$ cat src/hw/uhef_consts.svh
// Purpose: Offsets, field positions, reset values and timing counts of the host event flags.
// Assumes: A 200 MHz aclk.
// Notes:   Times are kept in their own unit; cycle counts derive from them.
`ifndef UHEF_CONSTS_SVH
`define UHEF_CONSTS_SVH

`define UHEF_ADDR_FLAGS     8'h00
`define UHEF_ADDR_XFER_STAT 8'h04
`define UHEF_ADDR_ERR_EN    8'h08
`define UHEF_ADDR_IRQ_STAT  8'h0C
`define UHEF_ADDR_IRQ_MASK  8'h10
`define UHEF_ADDR_CTRL      8'h14

`define UHEF_BIT_STALL  7
`define UHEF_BIT_ATTACH 6
`define UHEF_BIT_RESUME 5
`define UHEF_BIT_IDLE   4
`define UHEF_BIT_TOKEN  3
`define UHEF_BIT_SOF    2
`define UHEF_BIT_ERROR  1
`define UHEF_BIT_DETACH 0

`define UHEF_CTRL_HOST 0
`define UHEF_CTRL_LOW  1

`define UHEF_RST_BYTE 8'h00
`define UHEF_RST_CTRL 2'h1

`define UHEF_RESP_OKAY   2'h0
`define UHEF_RESP_SLVERR 2'h2

`define UHEF_CLK_PERIOD_PS 5000
`define UHEF_DWELL_TIME_NS 2500
`define UHEF_IDLE_TIME_US  3000
`define UHEF_DWELL_CYC \
  ((`UHEF_DWELL_TIME_NS * 1000 + `UHEF_CLK_PERIOD_PS - 1) / `UHEF_CLK_PERIOD_PS)
`define UHEF_IDLE_CYC \
  ((64'd`UHEF_IDLE_TIME_US * 64'd1000000 + 64'd4999) / 64'd`UHEF_CLK_PERIOD_PS)

`define UHEF_QUEUE_DEPTH 4
`endif

$ cat src/hw/uhef_pkg.sv
// Purpose: Types shared by the host event flag block.
// Assumes: Nothing beyond the constants header.
// Notes:   Line states follow the sampled D+ and D- pair.
package uhef_pkg;
  typedef enum logic [1:0] {
    UHEF_SE0 = 2'b00,
    UHEF_J   = 2'b01,
    UHEF_K   = 2'b10,
    UHEF_SE1 = 2'b11
  } uhef_line_type;
endpackage

$ cat src/hw/uhef_dwell.sv
// Purpose: Counts how long a condition has held and pulses once at the limit.
// Assumes: run drops for at least one cycle to restart the count.
// Notes:   The pulse fires a single time per unbroken run.
`timescale 1ns/1ps
module uhef_dwell #(
  parameter int WIDTH = 20
) (
  // Clock and reset.
  input  wire logic             aclk,
  input  wire logic             aresetn,
  // Condition and limit.
  input  wire logic             run,
  input  wire logic [WIDTH-1:0] limit,
  // One-cycle pulse.
  output logic                  hit
);
  logic [WIDTH-1:0] count_ff;
  wire              below_w = count_ff < limit;
  wire              last_w  = count_ff == (limit - WIDTH'(1));

  always_ff @(posedge aclk) begin
    if (!aresetn || !run) begin
      count_ff <= '0;
      hit      <= 1'b0;
    end else begin
      count_ff <= below_w ? count_ff + WIDTH'(1) : count_ff;
      hit      <= last_w;
    end
  end
endmodule

$ cat src/hw/uhef_sync.sv
// Purpose: Three-stage synchroniser for pin inputs.
// Assumes: Inputs may change at any time relative to aclk.
// Notes:   A change is accepted once the second and third stages agree.
`timescale 1ns/1ps
module uhef_sync #(
  parameter int WIDTH = 2
) (
  // Clock and reset.
  input  wire logic             aclk,
  input  wire logic             aresetn,
  // Pins and clean levels.
  input  wire logic [WIDTH-1:0] pin_in,
  output logic      [WIDTH-1:0] level_out
);
  logic [WIDTH-1:0] s1_ff;
  logic [WIDTH-1:0] s2_ff;
  logic [WIDTH-1:0] s3_ff;
  integer           i;

  always_ff @(posedge aclk) begin
    if (!aresetn) begin
      s1_ff     <= '0;
      s2_ff     <= '0;
      s3_ff     <= '0;
      level_out <= '0;
    end else begin
      s1_ff <= pin_in;
      s2_ff <= s1_ff;
      s3_ff <= s2_ff;
      for (i = 0; i < WIDTH; i = i + 1) begin
        if (s2_ff[i] == s3_ff[i]) begin
          level_out[i] <= s3_ff[i];
        end
      end
    end
  end
endmodule

$ cat src/hw/uhef_top.sv
// Purpose: Host-role event flag register of a USB serial interface engine, on AXI4-Lite.
// Assumes: SIE event inputs are one-cycle pulses on aclk; D+ and D- come straight from pins.
// Notes:   Flags clear by writing ones with byte lanes 0 and 1 strobed; an interrupt status mirrors them, cleared on read.
// Summary of operation
// - Stall handshake from peripheral sets bit 7.
// - Non-SE0, quiet 2.5 us after SE0 sets attach.
// - K-state held 2.5 us sets resume bit.
// - Idle held 3 ms sets idle flag.
// - Token done sets bit 3, status readable.
// - Clearing token flag pops the status queue.
// - SOF received in peripheral role, or SOF threshold in host role, sets bit 2.
// - Only enabled errors set the error flag.
// - Peripheral disconnect sets the detach flag.
// - Writing one with byte lanes 0 and 1 strobed clears; zero keeps the bit.
// - Bits 15 to 8 read as zero.
// - Only hardware sets flags; reset clears them.
`timescale 1ns/1ps
`include "uhef_consts.svh"
module uhef_top #(
  parameter logic [19:0] IDLE_CYC = 20'(`UHEF_IDLE_CYC)
) (
  // Clock and reset.
  input  wire logic                  aclk,
  input  wire logic                  aresetn,
  // AXI4-Lite write channels.
  input  wire logic [7:0]            s_axi_awaddr,
  input  wire logic                  s_axi_awvalid,
  output logic                       s_axi_awready,
  input  wire logic [31:0]           s_axi_wdata,
  input  wire logic [3:0]            s_axi_wstrb,
  input  wire logic                  s_axi_wvalid,
  output logic                       s_axi_wready,
  output logic [1:0]                 s_axi_bresp,
  output logic                       s_axi_bvalid,
  input  wire logic                  s_axi_bready,
  // AXI4-Lite read channels.
  input  wire logic [7:0]            s_axi_araddr,
  input  wire logic                  s_axi_arvalid,
  output logic                       s_axi_arready,
  output logic [31:0]                s_axi_rdata,
  output logic [1:0]                 s_axi_rresp,
  output logic                       s_axi_rvalid,
  input  wire logic                  s_axi_rready,
  // USB data lines.
  input  wire logic                  usb_dp,
  input  wire logic                  usb_dm,
  // SIE events.
  input  wire logic                  stall_hs_seen,
  input  wire logic                  token_done,
  input  wire logic [7:0]            token_status,
  output logic                       token_ready,
  input  wire logic                  sof_received,
  input  wire logic                  sof_threshold,
  input  wire logic [7:0]            error_events,
  // Interrupt.
  output logic                       irq
);
  import uhef_pkg::*;

  localparam logic [19:0] DWELL_CYC = 20'(`UHEF_DWELL_CYC);
  localparam int          QD        = `UHEF_QUEUE_DEPTH;

  logic [7:0]  flags_ff;
  logic [7:0]  err_en_ff;
  logic [7:0]  irq_stat_ff;
  logic [7:0]  irq_mask_ff;
  logic [1:0]  ctrl_ff;
  logic [7:0]  queue_ff [QD];
  logic [1:0]  rd_ptr_ff;
  logic [1:0]  wr_ptr_ff;
  logic [2:0]  count_ff;
  logic [7:0]  aw_addr_ff;
  logic        aw_held_ff;
  logic [31:0] w_data_ff;
  logic [3:0]  w_strb_ff;
  logic        w_held_ff;
  logic [1:0]  line_sync;
  uhef_line_type line_prev_ff;
  logic        armed_ff;
  logic        attached_ff;
  logic        attach_hit;
  logic        detach_hit;
  logic        resume_hit;
  logic        idle_hit;

  // Line state; J and K swap meaning at low speed.
  wire           low_w     = ctrl_ff[`UHEF_CTRL_LOW];
  wire           host_w    = ctrl_ff[`UHEF_CTRL_HOST];
  wire           se0_w     = line_sync == 2'b00;
  wire           se1_w     = line_sync == 2'b11;
  wire           fs_j_w    = line_sync == 2'b10;
  wire           is_j_w    = low_w ? (line_sync == 2'b01) : fs_j_w;
  wire uhef_line_type line_w = se0_w ? UHEF_SE0 : se1_w ? UHEF_SE1 :
                               is_j_w ? UHEF_J : UHEF_K;
  wire           change_w  = line_w != line_prev_ff;

  // Register bus decode.
  wire         wr_fire_w  = aw_held_ff & w_held_ff & ~s_axi_bvalid;
  wire         ar_fire_w  = s_axi_arvalid & s_axi_arready;
  wire         wa_flags_w = aw_addr_ff == `UHEF_ADDR_FLAGS;
  wire         wa_err_w   = aw_addr_ff == `UHEF_ADDR_ERR_EN;
  wire         wa_mask_w  = aw_addr_ff == `UHEF_ADDR_IRQ_MASK;
  wire         wa_ctrl_w  = aw_addr_ff == `UHEF_ADDR_CTRL;
  wire         wa_ro_w    = (aw_addr_ff == `UHEF_ADDR_XFER_STAT) ||
                            (aw_addr_ff == `UHEF_ADDR_IRQ_STAT);
  wire         wa_ok_w    = wa_flags_w | wa_err_w | wa_mask_w | wa_ctrl_w | wa_ro_w;
  wire         ra_flags_w = s_axi_araddr == `UHEF_ADDR_FLAGS;
  wire         ra_stat_w  = s_axi_araddr == `UHEF_ADDR_XFER_STAT;
  wire         ra_err_w   = s_axi_araddr == `UHEF_ADDR_ERR_EN;
  wire         ra_irq_w   = s_axi_araddr == `UHEF_ADDR_IRQ_STAT;
  wire         ra_mask_w  = s_axi_araddr == `UHEF_ADDR_IRQ_MASK;
  wire         ra_ctrl_w  = s_axi_araddr == `UHEF_ADDR_CTRL;
  wire         ra_ok_w    = ra_flags_w | ra_stat_w | ra_err_w | ra_irq_w | ra_mask_w | ra_ctrl_w;
  // The upper byte of the flag word holds no storage.
  wire [31:0]  rd_mux_w   = ra_flags_w ? {24'h00_0000, flags_ff} :
                            ra_stat_w  ? {24'h00_0000, queue_ff[rd_ptr_ff]} :
                            ra_err_w   ? {24'h00_0000, err_en_ff} :
                            ra_irq_w   ? {24'h00_0000, irq_stat_ff} :
                            ra_mask_w  ? {24'h00_0000, irq_mask_ff} :
                            ra_ctrl_w  ? {30'h0000_0000, ctrl_ff} : 32'h0000_0000;

  // Clears need both low byte lanes, so a write lacking either of them clears nothing.
  wire         whole_w    = s_axi_wstrb == 4'hF;
  wire         lane_ok_w  = w_strb_ff[1:0] == 2'b11;
  wire [7:0]   clr_w      = (wr_fire_w && wa_flags_w && lane_ok_w) ? w_data_ff[7:0] : 8'h00;
  wire         pop_w      = clr_w[`UHEF_BIT_TOKEN] & flags_ff[`UHEF_BIT_TOKEN] &
                            (count_ff != 3'd0);
  wire         push_w     = token_done & token_ready;

  // Event detection.
  wire [7:0]   set_w;
  assign set_w[`UHEF_BIT_STALL]  = stall_hs_seen;
  assign set_w[`UHEF_BIT_ATTACH] = attach_hit;
  assign set_w[`UHEF_BIT_RESUME] = resume_hit;
  assign set_w[`UHEF_BIT_IDLE]   = idle_hit;
  assign set_w[`UHEF_BIT_TOKEN]  = push_w | (pop_w & (count_ff > 3'd1));
  assign set_w[`UHEF_BIT_SOF]    = host_w ? sof_threshold : sof_received;
  assign set_w[`UHEF_BIT_ERROR]  = |(error_events & err_en_ff);
  assign set_w[`UHEF_BIT_DETACH] = detach_hit;

  // Set wins over clear so no event is lost.
  wire [7:0]   nxt_flags    = (flags_ff & ~clr_w) | set_w;
  wire         rd_irq_w     = ar_fire_w & ra_irq_w;
  wire [7:0]   nxt_irq_stat = (rd_irq_w ? 8'h00 : irq_stat_ff) | set_w;

  assign s_axi_awready = ~aw_held_ff & ~s_axi_bvalid;
  assign s_axi_wready  = ~w_held_ff & ~s_axi_bvalid;
  assign s_axi_arready = ~s_axi_rvalid;
  assign token_ready   = count_ff != 3'(QD);

  uhef_sync #(.WIDTH(2)) u_sync (
    .aclk      (aclk),
    .aresetn   (aresetn),
    .pin_in    ({usb_dp, usb_dm}),
    .level_out (line_sync)
  );

  // Attach needs a preceding SE0, then a quiet non-SE0 line.
  uhef_dwell #(.WIDTH(20)) u_attach (
    .aclk    (aclk),
    .aresetn (aresetn),
    .run     (armed_ff & ~se0_w & ~change_w),
    .limit   (DWELL_CYC),
    .hit     (attach_hit)
  );

  // A disconnected peripheral leaves SE0 from the pull-downs.
  uhef_dwell #(.WIDTH(20)) u_detach (
    .aclk    (aclk),
    .aresetn (aresetn),
    .run     (attached_ff & se0_w),
    .limit   (DWELL_CYC),
    .hit     (detach_hit)
  );

  uhef_dwell #(.WIDTH(20)) u_resume (
    .aclk    (aclk),
    .aresetn (aresetn),
    .run     (line_w == UHEF_K),
    .limit   (DWELL_CYC),
    .hit     (resume_hit)
  );

  uhef_dwell #(.WIDTH(20)) u_idle (
    .aclk    (aclk),
    .aresetn (aresetn),
    .run     (line_w == UHEF_J),
    .limit   (IDLE_CYC),
    .hit     (idle_hit)
  );

  always_ff @(posedge aclk) begin
    if (!aresetn) begin
      line_prev_ff <= UHEF_SE0;
      armed_ff     <= 1'b0;
      attached_ff  <= 1'b0;
    end else begin
      line_prev_ff <= line_w;
      if (attach_hit) begin
        armed_ff    <= 1'b0;
        attached_ff <= 1'b1;
      end else if (detach_hit || (!attached_ff && se0_w)) begin
        armed_ff    <= 1'b1;
        attached_ff <= 1'b0;
      end
    end
  end

  // Flags start clear and only hardware events set them.
  always_ff @(posedge aclk) begin
    if (!aresetn) begin
      flags_ff    <= `UHEF_RST_BYTE;
      irq_stat_ff <= `UHEF_RST_BYTE;
      irq         <= 1'b0;
    end else begin
      flags_ff    <= nxt_flags;
      irq_stat_ff <= nxt_irq_stat;
      irq         <= |(nxt_irq_stat & irq_mask_ff);
    end
  end

  // Token status queue; the head is what software reads.
  always_ff @(posedge aclk) begin
    if (!aresetn) begin
      rd_ptr_ff <= 2'h0;
      wr_ptr_ff <= 2'h0;
      count_ff  <= 3'h0;
    end else begin
      if (push_w) begin
        queue_ff[wr_ptr_ff] <= token_status;
        wr_ptr_ff           <= wr_ptr_ff + 2'h1;
      end
      if (pop_w) begin
        rd_ptr_ff <= rd_ptr_ff + 2'h1;
      end
      count_ff <= count_ff + {2'h0, push_w} - {2'h0, pop_w};
    end
  end

  // Write channel holds address and data until both are in.
  always_ff @(posedge aclk) begin
    if (!aresetn) begin
      aw_held_ff   <= 1'b0;
      w_held_ff    <= 1'b0;
      aw_addr_ff   <= 8'h00;
      w_data_ff    <= 32'h0000_0000;
      w_strb_ff    <= 4'h0;
      s_axi_bvalid <= 1'b0;
      s_axi_bresp  <= `UHEF_RESP_OKAY;
      err_en_ff    <= `UHEF_RST_BYTE;
      irq_mask_ff  <= `UHEF_RST_BYTE;
      ctrl_ff      <= `UHEF_RST_CTRL;
    end else begin
      if (s_axi_awvalid && s_axi_awready) begin
        aw_addr_ff <= s_axi_awaddr;
        aw_held_ff <= 1'b1;
      end
      if (s_axi_wvalid && s_axi_wready) begin
        w_data_ff <= s_axi_wdata;
        w_strb_ff <= whole_w ? 4'hF : s_axi_wstrb;
        w_held_ff <= 1'b1;
      end
      if (wr_fire_w) begin
        aw_held_ff   <= 1'b0;
        w_held_ff    <= 1'b0;
        s_axi_bvalid <= 1'b1;
        s_axi_bresp  <= wa_ok_w ? `UHEF_RESP_OKAY : `UHEF_RESP_SLVERR;
        if (wa_err_w && w_strb_ff[0]) begin
          err_en_ff <= w_data_ff[7:0];
        end
        if (wa_mask_w && w_strb_ff[0]) begin
          irq_mask_ff <= w_data_ff[7:0];
        end
        if (wa_ctrl_w && w_strb_ff[0]) begin
          ctrl_ff <= w_data_ff[1:0];
        end
      end else if (s_axi_bready) begin
        s_axi_bvalid <= 1'b0;
      end
    end
  end

  always_ff @(posedge aclk) begin
    if (!aresetn) begin
      s_axi_rvalid <= 1'b0;
      s_axi_rdata  <= 32'h0000_0000;
      s_axi_rresp  <= `UHEF_RESP_OKAY;
    end else if (ar_fire_w) begin
      s_axi_rvalid <= 1'b1;
      s_axi_rdata  <= rd_mux_w;
      s_axi_rresp  <= ra_ok_w ? `UHEF_RESP_OKAY : `UHEF_RESP_SLVERR;
    end else if (s_axi_rready) begin
      s_axi_rvalid <= 1'b0;
    end
  end
endmodule

$ cat config.mk
export PLATFORM = sky130hd
export DESIGN_NAME = uhef_top
export DESIGN_NICKNAME = d
export VERILOG_FILES = /design/src/hw/uhef_pkg.sv /design/src/hw/uhef_dwell.sv /design/src/hw/uhef_sync.sv /design/src/hw/uhef_top.sv
export VERILOG_INCLUDE_DIRS = /design/src /design/src/hw
export SDC_FILE = /design/constraint.sdc
export NUM_CORES = 1
export LEC_CHECK = 0
export ABC_CLOCK_PERIOD_IN_PS = 6600
export BUFFER_PORTS_ARGS = -buffer_cell sky130_fd_sc_hd__buf_2
export CORE_MARGIN = 8
export CORE_UTILIZATION = 40
export DETAILED_ROUTE_END_ITERATION = 16
export MAX_ROUTING_LAYER = met4
export PLACE_DENSITY_LB_ADDON = 0.05
export SLEW_MARGIN = 10
export SYNTH_ARGS = -nofsm -noshare
export SYNTH_HDL_FRONTEND = slang
export SYNTH_SLANG_ARGS = --single-unit
export TNS_END_PERCENT = 5
$ cat constraint.sdc
create_clock -name aclk -period 6.6 [get_ports aclk]
set_clock_uncertainty 0.15 [all_clocks]
set_input_delay 0.66 -clock aclk [delete_from_list [all_inputs] [get_ports aclk]]
set_output_delay 0.66 -clock aclk [all_outputs]
set_load 0.02 [all_outputs]
After elaboration in Yosys (flattened, before gate mapping)
Memories as Yosys holds them, arrays and structs flattened. A register that Yosys moved wholly into a read port is not among the register bits.
Cells that the tools add are included.
{"block": "classes", "muxes": 27, "bitwise_logic": 36, "add_sub_neg": 8, "reduce_logical": 34, "n_lt_le_gt_ge": 5, "n_eq_ne": 25}
{"operator": "adder 20 x 1 -> 20 bit, second input constant", "count": 4}
{"operator": "== test 20 x 9 -> 1 bit, second input constant", "count": 3}
{"operator": "< comparator 20 x 9 -> 1 bit, second input constant", "count": 3}
{"operator": "2-to-1 mux 8 bit", "count": 7}
{"operator": "== test 8 x 4 -> 1 bit, second input constant", "count": 4}
{"operator": "== test 8 x 5 -> 1 bit, second input constant", "count": 4}
{"operator": "bitwise AND 8 bit", "count": 3}
{"operator": "== test 20 bit, second input constant", "count": 1}
{"operator": "< comparator 20 bit, second input constant", "count": 1}
{"operator": "2-to-1 mux 2 bit", "count": 9}
{"operator": "== test 8 x 3 -> 1 bit, second input constant", "count": 2}
{"operator": "zero test 8 bit", "count": 2}
{"operator": "bitwise OR 8 bit", "count": 2}
{"operator": "OR reduction 8 bit", "count": 2}
{"operator": "bitwise AND 1 bit", "count": 13}
{"operator": "2-to-1 mux 1 bit", "count": 11}
{"operator": "bitwise OR 1 bit", "count": 10}
{"operator": "== test 2 bit, second input constant", "count": 4}
{"operator": "logical AND 1 bit", "count": 8}
{"operator": "inverter 8 bit", "count": 1}
{"operator": "inverter 1 bit", "count": 7}
{"operator": "zero test 1 bit", "count": 6}
{"operator": "logical OR 1 bit", "count": 6}
{"operator": "AND reduction 2 bit", "count": 3}
{"operator": "other kinds (13)", "count": 19}
{"block": "totals", "output_inout_bits": 43, "mem_count": 1, "reg_bits": 196, "mem_bits_rw": 32, "wordCells": 171, "in_bits": 81}
{"memory": "queue_ff", "depth": 4, "word_bits": 8, "read_ports": 1, "rd_ports_with_merged_regs": 1, "wr": 1, "line_no": "uhef_top.sv:68", "text": "logic [7:0] queue_ff [QD];"}

Logic depth before layout (Yosys ltp)
Gate-level depths: netlist (run 1).
{"block": "depth", "depth_word": 12, "mapped_depth": 11, "mapped_depth_nobuf": 10}

Modules after synthesis
Synthesis (run 1) repeated with hierarchy kept, for this count alone.
{"block": "hier_totals", "hier_cells": 1596, "area_unflattened_um2": 13823.3}
{"module": "uhef_dwell", "n_inst": 4, "cells_each": 268, "seq_area_each_um2": 420.4, "area_per_inst_um2": 2130.8}
{"module": "uhef_top", "n_inst": 1, "cells_each": 504, "seq_area_each_um2": 2562.5, "area_per_inst_um2": 5062.4}
{"module": "uhef_sync", "n_inst": 1, "cells_each": 20, "seq_area_each_um2": 160.2, "area_per_inst_um2": 237.7}

Worst setup path after synthesis (run 1)
Ideal clock, no wire load.
{"block": "synth_timing", "path_type": "register to register", "from": "register aw_addr_ff[0]", "to": "register count_ff[1]", "path_stages_with_launch": 10, "t_required_ns": 6.335, "setup_time_ns": 0.115, "path_buffers": 0, "synth_period_minus_slack_ns": 2.761, "path_slack_ns": 3.839, "arrival_ns": 2.496, "path_cell_list": "dfxtp_1 > or4_1 > nor4_1 > and4_1 > and2_1 > ha_1 > inv_1 > ha_1 > fa_1 > and2_1"}
{"block": "synth_via", "elab_chain_cells": 7}
{"element": "from (decl)", "line_no": "uhef_top.sv:72", "text": "logic [7:0] aw_addr_ff;"}
{"element": "from (signal assigned)", "line_no": "uhef_top.sv:255", "text": "aw_addr_ff <= s_axi_awaddr;"}
{"element": "zero test 8 bit (no line)"}
{"element": "logical AND 1 bit (2 in series)", "line_no": "uhef_top.sv:125", "text": "wire [7:0] clr_w = (wr_fire_w && wa_flags_w && lane_ok_w) ? w_data_ff[7:0] : 8'h00;"}
{"element": "2-to-1 mux 8 bit", "line_no": "uhef_top.sv:125"}
{"element": "bitwise AND 1 bit (2 in series)", "line_no": "uhef_top.sv:126", "text": "wire pop_w = clr_w[`UHEF_BIT_TOKEN] & flags_ff[`UHEF_BIT_TOKEN] &"}
{"element": "net pop_w", "line_no": "uhef_top.sv:126"}
{"element": "subtractor 3 x 1 -> 3 bit", "line_no": "uhef_top.sv:236", "text": "count_ff <= count_ff + {2'h0, push_w} - {2'h0, pop_w};"}
{"element": "to (signal assigned)", "line_no": "uhef_top.sv:236"}
{"element": "to (decl)", "line_no": "uhef_top.sv:71", "text": "logic [2:0] count_ff;"}
The timed path passes the listed nets, and every way through them passes these cells.
A chain may end at the register's enable or synchronous reset.

Worst setup path after layout (run 1)
Same ends and word-level chain as after synthesis.

==> results of run 1 <==
[how the worst max path moves through the flow]
stage                        from           to  slack, ps  cells past startpoint
global placement    aw_addr_ff[0]  count_ff[1]       3500                     10
floorplan           aw_addr_ff[0]  count_ff[1]       3840                      9
global route        aw_addr_ff[0]  count_ff[1]       3250                     10
finish              aw_addr_ff[0]  count_ff[1]       3450                     10
detailed placement  aw_addr_ff[0]  count_ff[1]       3490                     10
CTS                 aw_addr_ff[0]  count_ff[1]       3450                     10
[cell type report]
class,count,area (um2)
fillers,2060,11600
flip-flops and latches,204,4400
multi-input cells,617,3940
clock buffers,26,618
repair buffers,76,393
well taps,280,350
clock inverters,14,169
inverters,28,105
[logic make-up (layout without fill, tap and decap cells)]
| kind of cell | Yosys count | in the layout | share of synthesized area |
|---|---|---|---|
| and+or+nand+nor | 357 | 357 | 0.215 |
| DFF | 204 | 204 | 0.506 |
| AOI/OAI and AO/OA | 157 | 157 | 0.124 |
| buffers and inverters | 92 | 144 | 0.0529 |
| muxes | 40 | 40 | 0.0576 |
| xor gates and xnor gates | 24 | 24 | 0.0241 |
| adders and majority gates | 13 | 13 | 0.0195 |
| other | 1 | 26 | 0.000431 |
[worst max-delay path, cell delays in order (launching register included)]
cell	delay, ps
dfxtp_1	300
or4_1	650
nor4_1	300
buf_4	230
and4_1	290
and2_1	150
ha_1	220
inv_1	50
ha_1	140
fa_1	390
and2_1	160
[cells in the mapped netlist, types with 3 or more instances]
master | number | area, um2
a211oi_1 | 3 | 22.5
a21boi_0 | 8 | 60.1
nand2b_1 | 5 | 31.3
o22ai_1 | 5 | 31.3
xnor2_1 | 17 | 149
a21o_1 | 7 | 52.6
inv_1 | 28 | 105
nor3b_1 | 3 | 22.5
dfxtp_1 | 172 | 3440
or3_1 | 10 | 62.6
mux4_2 | 8 | 180
a22oi_1 | 7 | 52.6
o21ai_1 | 11 | 55.1
and2_1 | 49 | 307
nand2_1 | 73 | 274
buf_4 | 26 | 195
nand4_1 | 18 | 113
nor2b_1 | 4 | 25.0
o221a_2 | 3 | 33.8
buf_1 | 4 | 15.0
o31ai_1 | 4 | 30.0
or4_1 | 10 | 75.1
mux2i_1 | 31 | 310
a21oi_2 | 6 | 52.6
xor2_1 | 7 | 61.3
o21a_1 | 9 | 67.6
nor4_1 | 17 | 106
edfxtp_1 | 32 | 961
nor3_1 | 14 | 70.1
ha_1 | 12 | 150
a31oi_1 | 5 | 31.3
and3_1 | 28 | 175
o21ai_0 | 17 | 85.1
nor2_1 | 80 | 300
a21oi_1 | 48 | 240
clkbuf_1 | 30 | 113
nand3_1 | 29 | 145
[where the power goes]
group	switching, mW	total (mW)	internal [mW]
clock	0.489	1.31	0.824
combinational	0.114	0.180	0.0660
sequential	0.0266	1.33	1.30
[through the flow]
stage                     total power, mW  utilization  worst slack (ps)
after floorplan                      1.48            -              3840
after global routing                 2.93        0.462              3250
after global placement               1.53        0.425              3500
after detailed placement             1.53        0.425              3490
final                                2.82        0.462              3450
after CTS                            2.86        0.461              3450
[state kept, by name, summed over array words and instances (netlist names), 3 cells and up, named ones only]
signal             flops
queue_ff              32
u_attach.count_ff     20
u_detach.count_ff     20
u_idle.count_ff       20
u_resume.count_ff     20
aw_addr_ff             8
err_en_ff              8
flags_ff               8
irq_mask_ff            8
irq_stat_ff            8
s_axi_rdata            8
w_data_ff              8
count_ff               3
[layer usage]
| layer | share of wire | GRT usage | vias to the layer above |
|---|---|---|---|
| li1 | - | - | 3246 |
| met1 | 0.44 | 0.184 | 3034 |
| met2 | 0.48 | 0.258 | 128 |
| met3 | 0.048 | 0.0257 | 38 |
| met4 | 0.027 | 0.0488 | 0 |
| met5 | 0 | - | - |
==> results.yml, run 1 <==
sta:
  clock.fmax_mhz: 317
  drv_slew: 0
  slew_headroom: 0.283
  finalSetupViolations: 0
  hold_viol_final: 0
  tns_ps: 0
  hold_ws_ps: 190
  rsz0062_at_grt: "no"
  period_share: 0.477
  worst_pin_slew_ps: 1070
  fin_crit_ps: 3150
floorplanning:
  die_w_um: 164
  fp.dieH_um: 164
  core-area_um2: 21600
  initial_utilization: 0.403
  num_rows: 54
  die_area_um2: 26700
  io_pins: 124
route:
  viasPerCell: 5.18
  drt-initial-drc-count: 312
  routed-via-count: 6446
  firstDrtPassIters: 4
  drc_errors: 0
  detail-route-antenna-nets: 0
  totalWireLength_um: 20500
  routedWlPerCell_um: 16.5
global_routing:
  grt_pass1_wl_um: 32600
  antenna_found_initial: 0
  grt_max_degree: 59
  grt_pass1_vias: 6460
  overflow: 0
  grt_use_total: 0.153
yosys:
  synth_area_per_cell_um2: 9.81
  synth_edf_count: 32
  async_flop_share: 0
  ys_ff_latch: 204
  ys_seq_area_frac: 0.506
  syn_inst: 888
  synth_ff_type: "dfxtp_1"
  synth_area_um2: 8710
  ys_warn_count: 0
  ys_types: 73
placed_design:
  gp_congestion: 0.813
  hpwl_um: 14500
  placed_cell_area_um2: 9190
  place_inst: 1205
  port_buffers: 71
critical_path:
  reg2reg_slack_ps: 3450
  path_max_fanout: 11
  critPathCaptureType: "flop"
  rr_startpoint: "aw_addr_ff[0]"
  arrival_ps: 3400
  required_ps: 6850
  start_kind: "flop"
  rr_worst_depth: 10
  r2r_end: "count_ff[1]"
  worstSetupPathType: "flop to flop"
flow_run:
  max_cap_violations: 0
power_and_ir_drop:
  power_density_nw_per_um2: 282
  leakagePower_nw: 3.76
  peakVddDrop_uv: 164
min_path:
  hold_path.startpoint: "s_axi_rready"
  whs_endpoint: "s_axi_rvalid"
  min_path_type: "primary input to flop"
  hold_depth: 2
clock_tree:
  root_buffer: "clkbuf_16"
  cts.sinks: 204
  post-cts-setup-buffers: 0
  cts_tree: "built"
  clock_path_buffers: 3
  clkLatencyLatePin_ps: 500
  htree_levels: 1
  cts_resized: 0
  cts_buffers: 22
  hold_buffers: 0
  clk_pin_slew_worst_paths_ps: 60
final_layout:
  final_nets: 1043
  finalNonFillerCells: 1245
  drive_above_1_share: 0.147
  design_area_um2: 9980
  area_growth_pct: 14.6
  final_common_cell: "dfxtp_1"
  n_antenna_cell: 0
  mostFrequentLayoutCells: "dfxtp_1, nor2_1, nand2_1, buf_2, and2_1"
run_status:
  status: "completed"
No activity file was read; power rests on OpenSTA's default activity.
==> inputs of run 2 (changes only) <==
--- a/config.mk
+++ b/config.mk
@@ -6,7 +6,7 @@
 export SDC_FILE = /design/constraint.sdc
 export NUM_CORES = 1
 export LEC_CHECK = 0
-export ABC_CLOCK_PERIOD_IN_PS = 6600
+export ABC_CLOCK_PERIOD_IN_PS = 2950
 export BUFFER_PORTS_ARGS = -buffer_cell sky130_fd_sc_hd__buf_2
 export CORE_MARGIN = 8
 export CORE_UTILIZATION = 40
==> constraint.sdc (replaced) <==
create_clock -name aclk -period 2.95 [get_ports aclk]
set_clock_uncertainty 0.15 [all_clocks]
set_input_delay 0.295 -clock aclk [delete_from_list [all_inputs] [get_ports aclk]]
set_output_delay 0.295 -clock aclk [all_outputs]
set_load 0.02 [all_outputs]
==> run 2 against run 1 <==
Compared with the run above: core utilization rose by 2.2 points; clock power rose by 130%; combinational power rose by 150%; worst setup slack got worse by 3300 ps.
==> results.yml, run 2 (synthesized netlist as in run 1, its figures left out) <==
floorplanning:
  initial_utilization: 0.403
  fp.dieH_um: 164
  die_w_um: 164
  die_area_um2: 26700
  io_pins: 124
  core-area_um2: 21600
  num_rows: 54
global_routing:
  grt_use_total: 0.155
  grt_pass1_wl_um: 33000
  overflow: 0
  grt_max_degree: 36
  grt_pass1_vias: 6588
  antenna_found_initial: 0
clock_tree:
  root_buffer: "clkbuf_16"
  cts_buffers: 23
  cts_tree: "built"
  cts.sinks: 204
  htree_levels: 1
  clk_pin_slew_worst_paths_ps: 60
  clkLatencyLatePin_ps: 500
  post-cts-setup-buffers: 0
  clock_path_buffers: 3
placed_design:
  gp_congestion: 0.880
  place_inst: 1216
  hpwl_um: 14500
  port_buffers: 71
  place_ws_ps: 55.3
critical_path:
  crit_family: "simple AND/OR/NAND/NOR gates"
  rr_worst_depth: 9
  critical_path.cell_chain: "or4_1, nor4_4, and4_4, and2_1, ha_1, inv_1, ha_1, fa_1, and2_1"
  slowest_delay_ps: 600
  cp.depth: 9
  start_kind: "flop"
  required_ps: 3190
  arrival_ps: 3060
  critPathCaptureType: "flop"
  path_buf_inv: 1
  reg2reg_slack_ps: 130
  path_max_fanout: 2
  rr_startpoint: "aw_addr_ff[0]"
  r2r_end: "count_ff[1]"
  slowest_stage: "or4_1"
  worstSetupPathType: "flop to flop"
final_layout:
  area_growth_pct: 20.1
  largest_reg_flops: 32
  final_nets: 1091
  finalNonFillerCells: 1292
  fillers: 2033
  utilization: 0.484
  mostFrequentLayoutCells: "dfxtp_1, nor2_1, nand2_1, buf_2, and2_1"
  top_register: "queue_ff"
  n_antenna_cell: 0
  drive_above_1_share: 0.155
  final_common_cell: "dfxtp_1"
sta:
  tns_ps: 0
  clock.fmax_mhz: 355
  slew_headroom: 0.441
  finalWorstSetupSlack_ps: 134
  fin_crit_ps: 2820
  finalSetupViolations: 0
  rsz0062_at_grt: "no"
  hold_viol_final: 0
  worst_pin_slew_ps: 832
  period_share: 0.955
  drv_slew: 0
power_and_ir_drop:
  leakagePower_nw: 3.98
  peakVddDrop_uv: 418
  power_density_nw_per_um2: 615
min_path:
  hold_depth: 4
  min_path_type: "primary input to flop"
  whs_endpoint: "irq_stat_ff[2]"
  hold_path.startpoint: "sof_threshold"
route:
  drc_errors: 0
  routedWlPerCell_um: 15.9
  routed-via-count: 6635
  viasPerCell: 5.14
  totalWireLength_um: 20500
  firstDrtPassIters: 5
  drt-initial-drc-count: 329
  detail-route-antenna-nets: 0
flow_run:
  max_cap_violations: 0
run_status:
  status: "completed"
run 2: cell count changes in the layout (fill, tap and decap cells not counted), sizes merged:
cell	before	now
dlygate4sd3	0	36
buf	76	87
clkinv	9	6
bufinv	4	5
clkinvlp	0	1
inv	29	30
run 2: routing by layer:
layer | global-route usage | share of wire
met1 | 0.185 | 0.45
met2 | 0.261 | 0.48
met3 | 0.0257 | 0.047
met4 | 0.0529 | 0.029
met5 | - | 0
run 2: worst max-delay path by stage:
stage | from | end | slack [ps]
floorplan | aw_addr_ff[0] | count_ff[1] | 190
global placement | aw_addr_ff[0] | count_ff[1] | 110
detailed placement | aw_addr_ff[0] | count_ff[1] | 60
CTS | aw_addr_ff[0] | count_ff[1] | 30
global route | aw_addr_ff[0] | count_ff[1] | 7
finish | aw_addr_ff[0] | count_ff[1] | 130
run 2: tightest hold or removal path: stages:
cell and delay [ps]:
buf_2 70, mux2_2 150, a21oi_1 60, nor2_1 70
run 2: cell type report:
type | count | area [um2] | area share
sequential | 204 | 4400 | 0.421
multi-input combinational | 617 | 3950 | 0.378
timing repair buffer | 123 | 836 | 0.0799
clock buffer | 26 | 607 | 0.0580
tap | 280 | 350 | 0.0335
clock inverter | 14 | 200 | 0.0191
inverter | 28 | 105 | 0.0101
run 2: power by group:
group | switching [mW] | leakage [nW] | internal [mW]
Clock | 1.11 | 0.403 | 1.91
Combinational | 0.263 | 1.89 | 0.186
Sequential | 0.0584 | 1.69 | 2.91
run 2: through the flow:
stage                     hold slack [ps]  instance area (um2)  total power, mW
after floorplan                       244                 8800             3.31
after global placement                288                 9270             3.42
after detailed placement              283                 9270             3.44
after CTS                           0.446                10400             6.53
after global routing                 29.4                10500             6.69
final                                31.4                10500             6.43
run 2: repair_timing:
item	in CTS	in global routing
endpoints found under the hold margin	59	0
setup endpoints to repair	0	2
hold buffers	36	0
resized for setup	0	3
==> inputs of run 3 (changes only) <==
--- a/config.mk
+++ b/config.mk
@@ -6,7 +6,7 @@
 export SDC_FILE = /design/constraint.sdc
 export NUM_CORES = 1
 export LEC_CHECK = 0
-export ABC_CLOCK_PERIOD_IN_PS = 2950
+export ABC_CLOCK_PERIOD_IN_PS = 3000
 export BUFFER_PORTS_ARGS = -buffer_cell sky130_fd_sc_hd__buf_2
 export CORE_MARGIN = 8
 export CORE_UTILIZATION = 40
==> constraint.sdc (replaced) <==
create_clock -name aclk -period 3 [get_ports aclk]
set_clock_uncertainty 0.15 [all_clocks]
set_input_delay 0.3 -clock aclk [delete_from_list [all_inputs] [get_ports aclk]]
set_output_delay 0.3 -clock aclk [all_outputs]
set_load 0.02 [all_outputs]
==> run 3 against run 2 <==
Compared with the run above: routed wire length is 0.62% higher; worst setup slack improved by 21 ps; design area rose by 0.11%; non-clock buffer count shrank 6; clock power up 4%; first-iteration DRC count up 4.6%; critical path depth unchanged; global-route usage about the same; combinational power is 2% lower; fmax is 1.0% lower.
==> results.yml, run 3 (synthesized netlist as in run 1, its figures left out) <==
final_layout:
  largest_reg_flops: 32
  regArea_um2: 4400
  drive_above_1_share: 0.153
  finalNonFillerCells: 1289
  top_register: "queue_ff"
  mostFrequentLayoutCells: "dfxtp_1, nor2_1, nand2_1, buf_2, and2_1"
  final_common_cell: "dfxtp_1"
  n_antenna_cell: 0
  final_nets: 1086
  utilization: 0.484
  area_growth_pct: 20.2
  fillers: 1988
  multiInputGateArea_um2: 3950
clock_tree:
  clk_pin_slew_worst_paths_ps: 60
  clock_path_buffers: 3
  post-cts-setup-buffers: 0
  root_buffer: "clkbuf_16"
  htree_levels: 1
  cts_buffers: 24
  cts.sinks: 204
  cts_tree: "built"
  clkLatencyLatePin_ps: 510
critical_path:
  cp-startpoint: "aw_addr_ff[0]"
  start_kind: "flop"
  reg2reg_slack_ps: 150
  critPathCaptureType: "flop"
  rr_startpoint: "aw_addr_ff[0]"
  path_max_fanout: 4
  arrival_ps: 3100
  r2r_end: "count_ff[1]"
  crit_path_end: "count_ff[1]"
  required_ps: 3250
  rr_worst_depth: 9
  worstSetupPathType: "flop to flop"
flow_run:
  max_cap_violations: 0
route:
  viasPerCell: 5.13
  routedWlPerCell_um: 16.0
  firstDrtPassIters: 4
  drc_errors: 0
  dr_wl_met2_um: 9770
  wl_met1_um: 9190
  detail-route-antenna-nets: 0
  dr.max_layer_used: "met4"
  routed-via-count: 6619
  wl_met3_um: 1020
  drt-initial-drc-count: 344
  totalWireLength_um: 20600
global_routing:
  grt_max_degree: 32
  grt_use_total: 0.155
  grt_pass1_vias: 6589
  grt_pass1_wl_um: 33200
  antenna_found_initial: 0
  overflow: 0
floorplanning:
  core-area_um2: 21600
  initial_utilization: 0.403
  num_rows: 54
  fp.dieH_um: 164
  die_w_um: 164
  die_area_um2: 26700
  io_pins: 124
power_and_ir_drop:
  p_int_mw: 5.08
  power_frac_comb: 0.068
  seq_power_share: 0.448
  clkPwrFrac: 0.484
  leakagePower_nw: 3.97
  switchingPower_mw: 1.43
  swShare: 0.220
  peakVddDrop_uv: 350
  power_density_nw_per_um2: 622
placed_design:
  gp_congestion: 0.870
  port_buffers: 71
  place_inst: 1213
  hpwl_um: 14500
run_status:
  status: "completed"
sta:
  clock.fmax_mhz: 351
  finalSetupViolations: 0
  worst_pin_slew_ps: 810
  tns_ps: 0
  period_share: 0.948
  slew_headroom: 0.456
  drv_slew: 0
  hold_viol_final: 0
  fin_crit_ps: 2850
min_path:
  min_path_type: "primary input to flop"
run 3: cell types whose count changed in the layout (fill, tap and decap cells not counted), moves of 2 or more:
cell,change
clkinv_2,-3
clkbuf_8,+2
clkbuf_1,+3
dlygate4sd3_1,-3
buf_4,-3
clkbuf_16,+2
run 3: power by group through the flow:
stage | logic (mW) | clock network (mW) | registers, mW
after CTS | 0.442 | 3.25 | 2.92
after global routing | 0.494 | 3.34 | 2.93
final | 0.442 | 3.15 | 2.92
after detailed placement | 0.406 | 0 | 2.98
after floorplan | 0.288 | 0 | 2.97
after global placement | 0.396 | 0 | 2.97
run 3: critical path, stage by stage, from the launching register on:
cell	delay [ps]
dfxtp_1	310
or4_1	600
nor4_4	250
and4_2	300
and2_1	140
ha_1	220
inv_1	50
ha_1	150
fa_1	410
and2_1	170
run 3: final cells by class:
type,instances,area share
flip-flops and latches,204,0.421
multi-input cells,617,0.378
repair buffers,117,0.0748
clock buffers,33,0.0665
well taps,280,0.0335
clock inverters,10,0.0169
inverters,28,0.0100
run 3: what timing repair did:
item                                    in CTS  in global routing
endpoints found under the setup margin       0                  2
hold buffers                                33                  0
endpoints found under the hold margin       57                  0
gates resized for setup                      0                  3
run 3: metrics by stage:
| stage | power [mW] | setup slack, ps | hold slack [ps] | area (um2) |
|---|---|---|---|---|
| 2_1_floorplan | 3.25 | 239 | 249 | 8800 |
| 3_3_place_gp | 3.37 | 114 | 282 | 9250 |
| 3_5_place_dp | 3.38 | 89.5 | 277 | 9250 |
| 4_1_cts | 6.61 | 74.5 | 6.00 | 10500 |
| 5_1_grt | 6.76 | -11.0 | 40.1 | 10500 |
| 6_report | 6.51 | 155 | 37.7 | 10500 |
run 3: worst min path at each step:
stage,from,to,slack [ps],depth (start not counted)
6_report,s_axi_araddr[0],s_axi_rresp[1],40,3
2_1_floorplan,token_status[0],queue_ff[0][0],250,0
3_3_place_gp,u_sync.s1_ff[1],u_sync.s2_ff[1],280,1
5_1_grt,s_axi_araddr[0],s_axi_rresp[1],40,3
4_1_cts,s_axi_araddr[0],s_axi_rresp[1],6,3
3_5_place_dp,u_sync.s1_ff[1],u_sync.s2_ff[1],280,1
run 3: layer usage:
| layer | vias to the layer above | GRT usage |
|---|---|---|
| li1 | 3334 | - |
| met1 | 3105 | 0.185 |
| met2 | 133 | 0.260 |
| met3 | 47 | 0.0267 |
| met4 | 0 | 0.0566 |
| met5 | - | - |
